File: src/bdw_consts.vh
/*
 * Constants for the destination window and alpha blend configuration block:
 * register indices, field positions, reset values and blend arithmetic.
 * Assumes it is included by its bare name from the design files.
 */
`ifndef BDW_CONSTS_VH
`define BDW_CONSTS_VH

// register indices; the byte address is four times the index
`define BDW_IDX_CANVAS_W   10'h0AB
`define BDW_IDX_WIN_X      10'h0AD
`define BDW_IDX_WIN_Y      10'h0AF
`define BDW_IDX_XFER_W     10'h0B1
`define BDW_IDX_XFER_H     10'h0B3
`define BDW_IDX_BLEND      10'h0B5
`define BDW_IDX_STATUS     10'h0C0

// address decode: word index above the byte offset
`define BDW_ADDR_MSB       11
`define BDW_IDX_LSB        2

// byte lanes of a 16-bit register
`define BDW_LANE_LO        0
`define BDW_LANE_HI        1
`define BDW_REG_MSB        15

// reset values
`define BDW_RST_GEOM       16'h0000
`define BDW_RST_BLEND      6'h00
`define BDW_RST_FIELD      13'h0000
`define BDW_RST_WORD       32'h00000000

// field layout of a 16-bit geometry register
`define BDW_LO_MSB         7
`define BDW_HI_LSB         8
`define BDW_HI_MSB         12
`define BDW_WIDTH_LSB      2

// blend weight code
`define BDW_BLEND_MSB      5
`define BDW_BLEND_FULL_BIT 5
`define BDW_BLEND_FRAC_MSB 4
`define BDW_BLEND_ONE      6'h20
`define BDW_BLEND_SHIFT    5

// pattern-fill forced window sizes
`define BDW_PAT_SMALL      13'h0008
`define BDW_PAT_LARGE      13'h0010

// status register fields
`define BDW_STAT_BUSY      0

`endif
File: src/bdw_blend.v
/*
 * One colour channel of the two-source alpha blend, result registered.
 * Assumes the weight code is held stable by the caller during a transfer.
 */
`timescale 1ns/1ps
`default_nettype none
`include "bdw_consts.vh"

module bdw_blend #(
   parameter CW = 8
) (
   // clock and reset
   input  wire          pclk,
   input  wire          presetn,
   input  wire          ce,
   // operands
   input  wire [5:0]    weight_code,
   input  wire [CW-1:0] src0,
   input  wire [CW-1:0] src1,
   input  wire          load,
   // result
   output reg  [CW-1:0] mixed
);

   wire [5:0]    weight;
   wire [5:0]    inv_weight;
   wire [CW+5:0] prod0;
   wire [CW+5:0] prod1;
   wire [CW+6:0] sum;

   // code 2Xh means a full weight of one, below that code/32
   assign weight     = weight_code[`BDW_BLEND_FULL_BIT] ? `BDW_BLEND_ONE :
                       {1'b0, weight_code[`BDW_BLEND_FRAC_MSB:0]};
   assign inv_weight = `BDW_BLEND_ONE - weight;
   assign prod0      = src0 * inv_weight;
   assign prod1      = src1 * weight;
   assign sum        = {1'b0, prod0} + {1'b0, prod1};

   always @(posedge pclk or negedge presetn) begin
      if (!presetn) begin
         mixed <= {CW{1'b0}};
      end else if (ce && load) begin
         mixed <= sum[CW+`BDW_BLEND_SHIFT-1:`BDW_BLEND_SHIFT];
      end
   end

endmodule
`default_nettype wire

File: src/bdw_cfg.v
/*
 * Destination canvas, transfer window and alpha blend configuration for the
 * block transfer engine, with an APB slave and the per-pixel blend datapath.
 * Reads answer with no wait state unless ce was low on their setup or access edge.
 * Assumes the engine pulses op_start and op_done, and that inputs are
 * synchronous to pclk.
 */
//
// Contract
// - canvas width: low bits 7:2, high 4:0
// - window X: low byte, high bits 4:0
// - window Y: low byte, high bits 4:0
// - pattern fill forces transfer width 8/16
// - pattern fill forces transfer height 8/16
// - blend code below 20h is code/32, 2Xh one
// - output is src0*(1-w) plus src1*w
// - config registers reset to zero, read/write
`timescale 1ns/1ps
`default_nettype none
`include "bdw_consts.vh"

module bdw_cfg #(
   parameter ADDR_W = 12,
   parameter CW     = 8,
   parameter NCH    = 3
) (
   // clock, reset, enable
   input  wire                pclk,
   input  wire                presetn,
   input  wire                ce,
   // apb slave
   input  wire                psel,
   input  wire                penable,
   input  wire                pwrite,
   input  wire [ADDR_W-1:0]   paddr,
   input  wire [31:0]         pwdata,
   input  wire [3:0]          pstrb,
   output wire                pready,
   output reg  [31:0]         prdata,
   output wire                pslverr,
   // engine control
   input  wire                op_start,
   input  wire                op_done,
   input  wire                pattern_fill,
   input  wire                pattern_large,
   output reg                 busy,
   // geometry held for the running operation
   output reg  [12:0]         dest_canvas_width,
   output reg  [12:0]         dest_window_x,
   output reg  [12:0]         dest_window_y,
   output reg  [12:0]         transfer_window_width,
   output reg  [12:0]         transfer_window_height,
   output reg  [5:0]          blend_weight,
   // pixel blend
   input  wire                pix_valid,
   input  wire [NCH*CW-1:0]   first_source,
   input  wire [NCH*CW-1:0]   second_source,
   output reg                 mix_valid,
   output wire [NCH*CW-1:0]   mix_pixel
);

   ////////////////////////////////////////////////////////////////////////////
   // register storage

   reg  [15:0] reg_canvas_w;
   reg  [15:0] reg_win_x;
   reg  [15:0] reg_win_y;
   reg  [15:0] reg_xfer_w;
   reg  [15:0] reg_xfer_h;
   reg  [5:0]  reg_blend;

   wire [9:0]  word_idx;
   wire        hit_canvas_w;
   wire        hit_win_x;
   wire        hit_win_y;
   wire        hit_xfer_w;
   wire        hit_xfer_h;
   wire        hit_blend;
   wire        hit_status;
   wire        mapped;
   wire        aligned;
   wire        wr_en;
   wire        xfer_end;
   wire        rd_take;
   reg         rd_valid;
   wire        wr_canvas_w;
   wire        wr_win_x;
   wire        wr_win_y;
   wire        wr_xfer_w;
   wire        wr_xfer_h;
   wire        wr_blend;

   assign word_idx     = paddr[`BDW_ADDR_MSB:`BDW_IDX_LSB];
   assign aligned      = (paddr[`BDW_IDX_LSB-1:0] == 2'h0);
   assign hit_canvas_w = aligned && (word_idx == `BDW_IDX_CANVAS_W);
   assign hit_win_x    = aligned && (word_idx == `BDW_IDX_WIN_X);
   assign hit_win_y    = aligned && (word_idx == `BDW_IDX_WIN_Y);
   assign hit_xfer_w   = aligned && (word_idx == `BDW_IDX_XFER_W);
   assign hit_xfer_h   = aligned && (word_idx == `BDW_IDX_XFER_H);
   assign hit_blend    = aligned && (word_idx == `BDW_IDX_BLEND);
   assign hit_status   = aligned && (word_idx == `BDW_IDX_STATUS);
   assign mapped       = hit_canvas_w | hit_win_x | hit_win_y | hit_xfer_w |
                         hit_xfer_h | hit_blend | hit_status;

   // writes wait only while ce is low; a read waits until its data is captured, so a
   // setup edge lost to a low ce costs one wait state
   assign pready   = ce && (pwrite || rd_valid);
   assign pslverr  = psel && penable && !mapped;
   assign xfer_end = psel && penable && pready;
   assign rd_take  = ce && psel && !pwrite && !rd_valid;
   assign wr_en    = xfer_end && pwrite && mapped;

   // one strobe per register
   assign wr_canvas_w = wr_en && hit_canvas_w;
   assign wr_win_x    = wr_en && hit_win_x;
   assign wr_win_y    = wr_en && hit_win_y;
   assign wr_xfer_w   = wr_en && hit_xfer_w;
   assign wr_xfer_h   = wr_en && hit_xfer_h;
   assign wr_blend    = wr_en && hit_blend && pstrb[`BDW_LANE_LO];

   // byte-lane merge for a 16-bit register
   function [15:0] merge16;
      input [15:0] old;
      input [31:0] wd;
      input [3:0]  st;
      begin
         merge16[`BDW_LO_MSB:0] = st[`BDW_LANE_LO] ? wd[`BDW_LO_MSB:0] :
                                  old[`BDW_LO_MSB:0];
         merge16[`BDW_REG_MSB:`BDW_HI_LSB] = st[`BDW_LANE_HI] ?
                                             wd[`BDW_REG_MSB:`BDW_HI_LSB] :
                                             old[`BDW_REG_MSB:`BDW_HI_LSB];
      end
   endfunction

   always @(posedge pclk or negedge presetn) begin
      if (!presetn) begin
         reg_canvas_w <= `BDW_RST_GEOM;
         reg_win_x    <= `BDW_RST_GEOM;
         reg_win_y    <= `BDW_RST_GEOM;
         reg_xfer_w   <= `BDW_RST_GEOM;
         reg_xfer_h   <= `BDW_RST_GEOM;
         reg_blend    <= `BDW_RST_BLEND;
      end else begin
         if (wr_canvas_w) begin
            reg_canvas_w <= merge16(reg_canvas_w, pwdata, pstrb);
         end
         if (wr_win_x) begin
            reg_win_x <= merge16(reg_win_x, pwdata, pstrb);
         end
         if (wr_win_y) begin
            reg_win_y <= merge16(reg_win_y, pwdata, pstrb);
         end
         if (wr_xfer_w) begin
            reg_xfer_w <= merge16(reg_xfer_w, pwdata, pstrb);
         end
         if (wr_xfer_h) begin
            reg_xfer_h <= merge16(reg_xfer_h, pwdata, pstrb);
         end
         if (wr_blend) begin
            reg_blend <= pwdata[`BDW_BLEND_MSB:0];
         end
      end
   end

   ////////////////////////////////////////////////////////////////////////////
   // read path: data captured on the first enabled edge of the read

   reg [31:0] next_prdata;

   always @* begin
      next_prdata = `BDW_RST_WORD;
      if (hit_canvas_w) begin
         next_prdata = {16'h0000, reg_canvas_w};
      end else if (hit_win_x) begin
         next_prdata = {16'h0000, reg_win_x};
      end else if (hit_win_y) begin
         next_prdata = {16'h0000, reg_win_y};
      end else if (hit_xfer_w) begin
         next_prdata = {16'h0000, reg_xfer_w};
      end else if (hit_xfer_h) begin
         next_prdata = {16'h0000, reg_xfer_h};
      end else if (hit_blend) begin
         next_prdata = {26'h0000000, reg_blend};
      end else if (hit_status) begin
         next_prdata[`BDW_STAT_BUSY] = busy;
      end
   end

   always @(posedge pclk or negedge presetn) begin
      if (!presetn) begin
         prdata <= `BDW_RST_WORD;
      end else if (rd_take) begin
         prdata <= next_prdata;
      end
   end

   always @(posedge pclk or negedge presetn) begin
      if (!presetn) begin
         rd_valid <= 1'b0;
      end else if (ce) begin
         if (!psel || xfer_end) begin
            rd_valid <= 1'b0;
         end else if (rd_take) begin
            rd_valid <= 1'b1;
         end
      end
   end

   ////////////////////////////////////////////////////////////////////////////
   // field extraction; high-byte bits 7:5 have no effect

   wire [12:0] live_canvas_w;
   wire [12:0] live_win_x;
   wire [12:0] live_win_y;
   wire [12:0] live_xfer_w;
   wire [12:0] live_xfer_h;
   wire [12:0] pat_size;

   // low two bits of the canvas width are not used
   assign live_canvas_w = {reg_canvas_w[`BDW_HI_MSB:`BDW_HI_LSB],
                           reg_canvas_w[`BDW_LO_MSB:`BDW_WIDTH_LSB],
                           2'h0};
   assign live_win_x    = reg_win_x[`BDW_HI_MSB:0];
   assign live_win_y    = reg_win_y[`BDW_HI_MSB:0];
   assign pat_size      = pattern_large ? `BDW_PAT_LARGE : `BDW_PAT_SMALL;
   assign live_xfer_w   = pattern_fill ? pat_size :
                          reg_xfer_w[`BDW_HI_MSB:0];
   assign live_xfer_h   = pattern_fill ? pat_size :
                          reg_xfer_h[`BDW_HI_MSB:0];

   ////////////////////////////////////////////////////////////////////////////
   // operation snapshot

   wire launch;
   reg  next_busy;

   assign launch = op_start && !busy;

   // start wins over done; a start while busy is ignored
   always @* begin
      next_busy = busy;
      if (launch) begin
         next_busy = 1'b1;
      end else if (op_done) begin
         next_busy = 1'b0;
      end
   end

   always @(posedge pclk or negedge presetn) begin
      if (!presetn) begin
         busy                   <= 1'b0;
         dest_canvas_width      <= `BDW_RST_FIELD;
         dest_window_x          <= `BDW_RST_FIELD;
         dest_window_y          <= `BDW_RST_FIELD;
         transfer_window_width  <= `BDW_RST_FIELD;
         transfer_window_height <= `BDW_RST_FIELD;
         blend_weight           <= `BDW_RST_BLEND;
      end else if (ce) begin
         busy <= next_busy;
         if (launch) begin
            // later register writes wait for the next operation
            dest_canvas_width      <= live_canvas_w;
            dest_window_x          <= live_win_x;
            dest_window_y          <= live_win_y;
            transfer_window_width  <= live_xfer_w;
            transfer_window_height <= live_xfer_h;
            blend_weight           <= reg_blend;
         end
      end
   end

   ////////////////////////////////////////////////////////////////////////////
   // blend datapath, one channel per instance

   wire pix_load;

   assign pix_load = pix_valid && busy;

   genvar ch;
   generate
      for (ch = 0; ch < NCH; ch = ch + 1) begin : g_chan
         bdw_blend #(
            .CW (CW)
         ) i_bdw_blend (
            .pclk        (pclk),
            .presetn     (presetn),
            .ce          (ce),
            .weight_code (blend_weight),
            .src0        (first_source[ch*CW +: CW]),
            .src1        (second_source[ch*CW +: CW]),
            .load        (pix_load),
            .mixed       (mix_pixel[ch*CW +: CW])
         );
      end
   endgenerate

   always @(posedge pclk or negedge presetn) begin
      if (!presetn) begin
         mix_valid <= 1'b0;
      end else if (ce) begin
         mix_valid <= pix_load;
      end
   end

endmodule
`default_nettype wire

File: config.mk
export PLATFORM = sky130hd
export DESIGN_NAME = bdw_cfg
export DESIGN_NICKNAME = d
export VERILOG_FILES = /design/src/bdw_blend.v /design/src/bdw_cfg.v
export VERILOG_INCLUDE_DIRS = /design/src
export SDC_FILE = /design/constraint.sdc
export NUM_CORES = 1
export LEC_CHECK = 0
export BUFFER_PORTS_ARGS = -buffer_cell sky130_fd_sc_hd__buf_2
export CELL_PAD_IN_SITES_DETAIL_PLACEMENT = 2
export CELL_PAD_IN_SITES_GLOBAL_PLACEMENT = 2
export CORE_ASPECT_RATIO = 0.6
export CORE_MARGIN = 5
export CORE_UTILIZATION = 37
export DETAILED_ROUTE_END_ITERATION = 16
export GPL_ROUTABILITY_DRIVEN = 0
export GPL_TIMING_DRIVEN = 0
export PLACE_DENSITY_LB_ADDON = 0.1
export SETUP_SLACK_MARGIN = 0.2
export SYNTH_ARGS = -nofsm -noshare
export SYNTH_HDL_FRONTEND = slang
export SYNTH_SLANG_ARGS = --single-unit
File: constraint.sdc
create_clock -name pclk -period 8.7 [get_ports pclk]
set_input_delay 1.305 -clock pclk [delete_from_list [all_inputs] [get_ports pclk]]
set_output_delay 1.305 -clock pclk [all_outputs]
set_load 0.005 [all_outputs]
==> results.py <==
metrics = {
    "sta": {
        "finalMaxSlewViolations": 0,
        "relSlewSlack_pct": 20.1,
        "finalHoldViolCount": 0,
        "tns_ns": 0,
        "fin_skew_ns": 0.0251,
        "min_period_ns": 7.87,
        "rsz0062_at_grt": "no",
        "finalSetupViolCount": 0,
        "fmax_ghz": 0.127,
        "fin_crit_sh_pct": 90.4,
        "tightestPinTransition_ns": 1.20,
    },
    "clock_network": {
        "clkSinkCount": 198,
        "cts_hold_buffers": 0,
        "htreeDepth": 4,
        "clock_path_buffers": 2,
        "cts_root_buffer": "clkbuf_16",
        "post_cts_buffers": 0,
        "clock_latency_ns": 0.47,
        "cts_tree": "built",
        "path_clk_slew_ns": 0.10,
        "numCtsBuffers": 17,
    },
    "layout": {
        "final_common_cell": "inv_1",
        "nFillCells": 4895,
        "final_util_pct": 43.1,
        "final_cell_mix": "inv_1, nand2_1, buf_2",
        "area.growth.synth_to_final_pct": 14.8,
        "fin_cells": 2565,
        "layout.nets": 2358,
        "drive_above_1_share_pct": 20.0,
    },
    "power_and_ir_drop": {
        "powerDensity_mw_per_mm2": 115,
        "ir_drop_v": 0.000125,
        "total_leakage_power_uw": 0.0101,
    },
    "floorplan": {
        "rows": 60,
        "start_util_pct": 37.5,
        "io_pins": 238,
        "fp.dieW_um": 286,
        "core_mm2": 0.0450,
        "die_h_um": 175,
        "dieArea_mm2": 0.0501,
    },
    "global_routing": {
        "antenna_found_initial": 12,
        "track_usage_pct": 25.3,
        "grt_pass1_vias": 14837,
        "grt_max_degree": 117,
        "grt_pass1_wl_mm": 95.5,
        "gr-total-overflow": 0,
    },
    "worst_setup_path": {
        "slowest_delay_ns": 0.61,
        "crit_family": "adder cells",
        "rrSetupSlack_ns": 0.83,
        "critPathMaxFanout": 10,
        "start_kind": "flop",
        "path_class": "flop to flop",
        "end_kind": "flop",
        "crit_path_cell_trace": "nor2b_2 -> clkbuf_1 -> inv_1 -> ha_1 -> nand2_1 -> xor2_2 -> clkbuf_1 -> nand2_1 -> fa_1 -> fa_1 -> inv_1 -> fa_1 -> fa_1 -> inv_1 -> fa_1 -> inv_1 -> ha_1 -> nand3_1 -> o2bb2ai_1 -> or3_1 -> a311oi_1 -> xor2_1 -> o21ai_0",
        "cp_num_buf_inv": 6,
        "critPathSlowestCell": "clkbuf_1",
        "worst_ep_arrival_time_ns": 8.17,
        "critPathRequiredTime_ns": 9.00,
        "worst_path_most_repeated_cell": "fa_1",
    },
    "yosys": {
        "synth_edf_count": 0,
        "syn_area_mm2": 0.0169,
        "synth_seq_cells": 198,
        "synth.distinct_cells": 61,
        "synth.avg_cell_area_um2": 9.81,
        "synth_seq_area_share_pct": 29.4,
        "syn_inst": 1721,
        "synth_flop_cell": "dfrtp_1",
        "postSynth.asyncResetShare_pct": 100,
        "ys_warn_count": 0,
    },
    "run": {
        "cap_violations": 0,
    },
    "run_status": {
        "outcome": "completed",
    },
    "drt": {
        "wl_per_cell_um": 24.6,
        "wl_mm": 63.0,
        "drt-pass1-iter-count": 5,
        "drt-initial-drc-count": 773,
        "drc": 0,
        "vias": 13240,
        "vias_per_cell": 5.16,
        "drtAntennaViolNets": 0,
    },
    "placement": {
        "dpl.hpwl_mm": 51.3,
        "portBuffers": 200,
        "dp_cells": 2528,
    },
    "worst_hold_path": {
        "min_path_type": "flop to flop",
    },
}
[synthesized netlist by cell type, drive strengths merged (4+ instances only)]
library cell	instances	area share (%)
a22oi	21	0.93
mux2	118	7.9
buf	26	1.0
nor2	37	0.91
nand4	5	0.19
a21oi	58	1.7
nor4b	5	0.47
xor2	7	0.36
and2	121	4.5
ha	97	7.2
fa	195	23
a21o	5	0.22
o31ai	9	0.40
clkbuf	56	1.3
mux2i	10	0.59
dfrtp	198	29
inv	290	6.4
nand3	8	0.39
nand2	281	6.3
xnor2	35	1.8
o211ai	4	0.18
nor3	8	0.33
nor2b	10	0.37
o21ai	75	2.2
[logic make-up after synthesis]
kind of cell	after synthesis	synth area share, %
other	1	0.0222
AOI/OAI and AO/OA	195	6.80
muxes	128	8.46
DFF	198	29.4
adders and majority gates	292	30.3
and+or+nand+nor	493	14.1
xor gates and xnor gates	42	2.18
buffers and inverters	372	8.72
[final timing paths]
check	start	end	depth (start not counted)
min in group asynchronous	presetn	g_chan[1].i_bdw_blend.mixed[6]$_DFFE_PN0P_	1
min	g_chan[1].i_bdw_blend.mixed[2]$_DFFE_PN0P_	g_chan[1].i_bdw_blend.mixed[2]$_DFFE_PN0P_	2
min reg2reg	g_chan[1].i_bdw_blend.mixed[2]$_DFFE_PN0P_	g_chan[1].i_bdw_blend.mixed[2]$_DFFE_PN0P_	2
max in group asynchronous	presetn	reg_canvas_w[9]$_DFFE_PN0P_	2
max reg2reg	blend_weight[5]$_DFFE_PN0P_	g_chan[1].i_bdw_blend.mixed[5]$_DFFE_PN0P_	23
max	blend_weight[5]$_DFFE_PN0P_	g_chan[1].i_bdw_blend.mixed[5]$_DFFE_PN0P_	23
[metal layers]
metal / GRT usage, % / vias to the layer above / part of all wire (%) / routed length, um
met5: 0 / - / 0.054 / 34
met3: 6.23 / 40 / 6.9 / 4370
li1: - / 5877 / - / -
met2: 36.8 / 312 / 42 / 26300
met4: 3.33 / 4 / 1.0 / 651
met1: 39.2 / 7007 / 50 / 31600
[metrics by stage]
stage               hold WS [ns]  worst slack [ns]  power (uW)  cell area (um2)
detailed placement         0.465            0.0674        1380            18700
global route               0.505             0.338        2340            19400
floorplan                  0.473              2.45        1170            16900
CTS                        0.487             0.385        2270            19300
finish                     0.477             0.834        2230            19400
global placement           0.457             0.263        1370            18700
[area by class of cell]
cell class / instances / area [um2] / area share (%)
diodes: 4 / 10.0 / 0.0516
plain buffers: 82 / 384 / 1.98
clock buffers: 18 / 439 / 2.27
clock inverters: 14 / 178 / 0.917
inverters: 290 / 1090 / 5.62
multi-input cells: 1168 / 10500 / 54.4
flip-flops and latches: 198 / 4950 / 25.6
well taps: 589 / 737 / 3.80
repair buffers: 202 / 1050 / 5.40
[power by group]
part	internal (uW)	switching, uW	total (uW)
Sequential	984	38.0	1020
Clock	402	467	869
Combinational	128	212	340
Total	1510	717	2230
[timing repair]
action,in CTS,in global routing
endpoints found under the setup margin,4,11
pin swaps,0,0
gates resized for setup,1,3
[registers in the layout, indices dropped and copies added (netlist names)]
register / flops
transfer_window_height: 13
transfer_window_width: 13
dest_canvas_width: 11
reg_xfer_h: 16
dest_window_x: 13
reg_xfer_w: 16
blend_weight: 6
reg_blend: 6
reg_win_y: 16
dest_window_y: 13
rd_valid: 1
reg_win_x: 16
prdata: 16
mix_valid: 1
reg_canvas_w: 16
g_chan.i_bdw_blend.mixed: 24
busy: 1
[worst register-to-register path, stage by stage, from the launching register on]
cell and delay (ns):
dfrtp_1 0.49, nor2b_2 0.41, clkbuf_1 0.52, inv_1 0.10
ha_1 0.23, nand2_1 0.10, xor2_2 0.50, clkbuf_1 0.61
nand2_1 0.19, fa_1 0.52, fa_1 0.53, inv_1 0.06
fa_1 0.49, fa_1 0.50, inv_1 0.05, fa_1 0.47
inv_1 0.05, ha_1 0.33, nand3_1 0.22, o2bb2ai_1 0.22
or3_1 0.48, a311oi_1 0.36, xor2_1 0.17, o21ai_0 0.11
No activity file was read; power rests on OpenSTA's default activity.
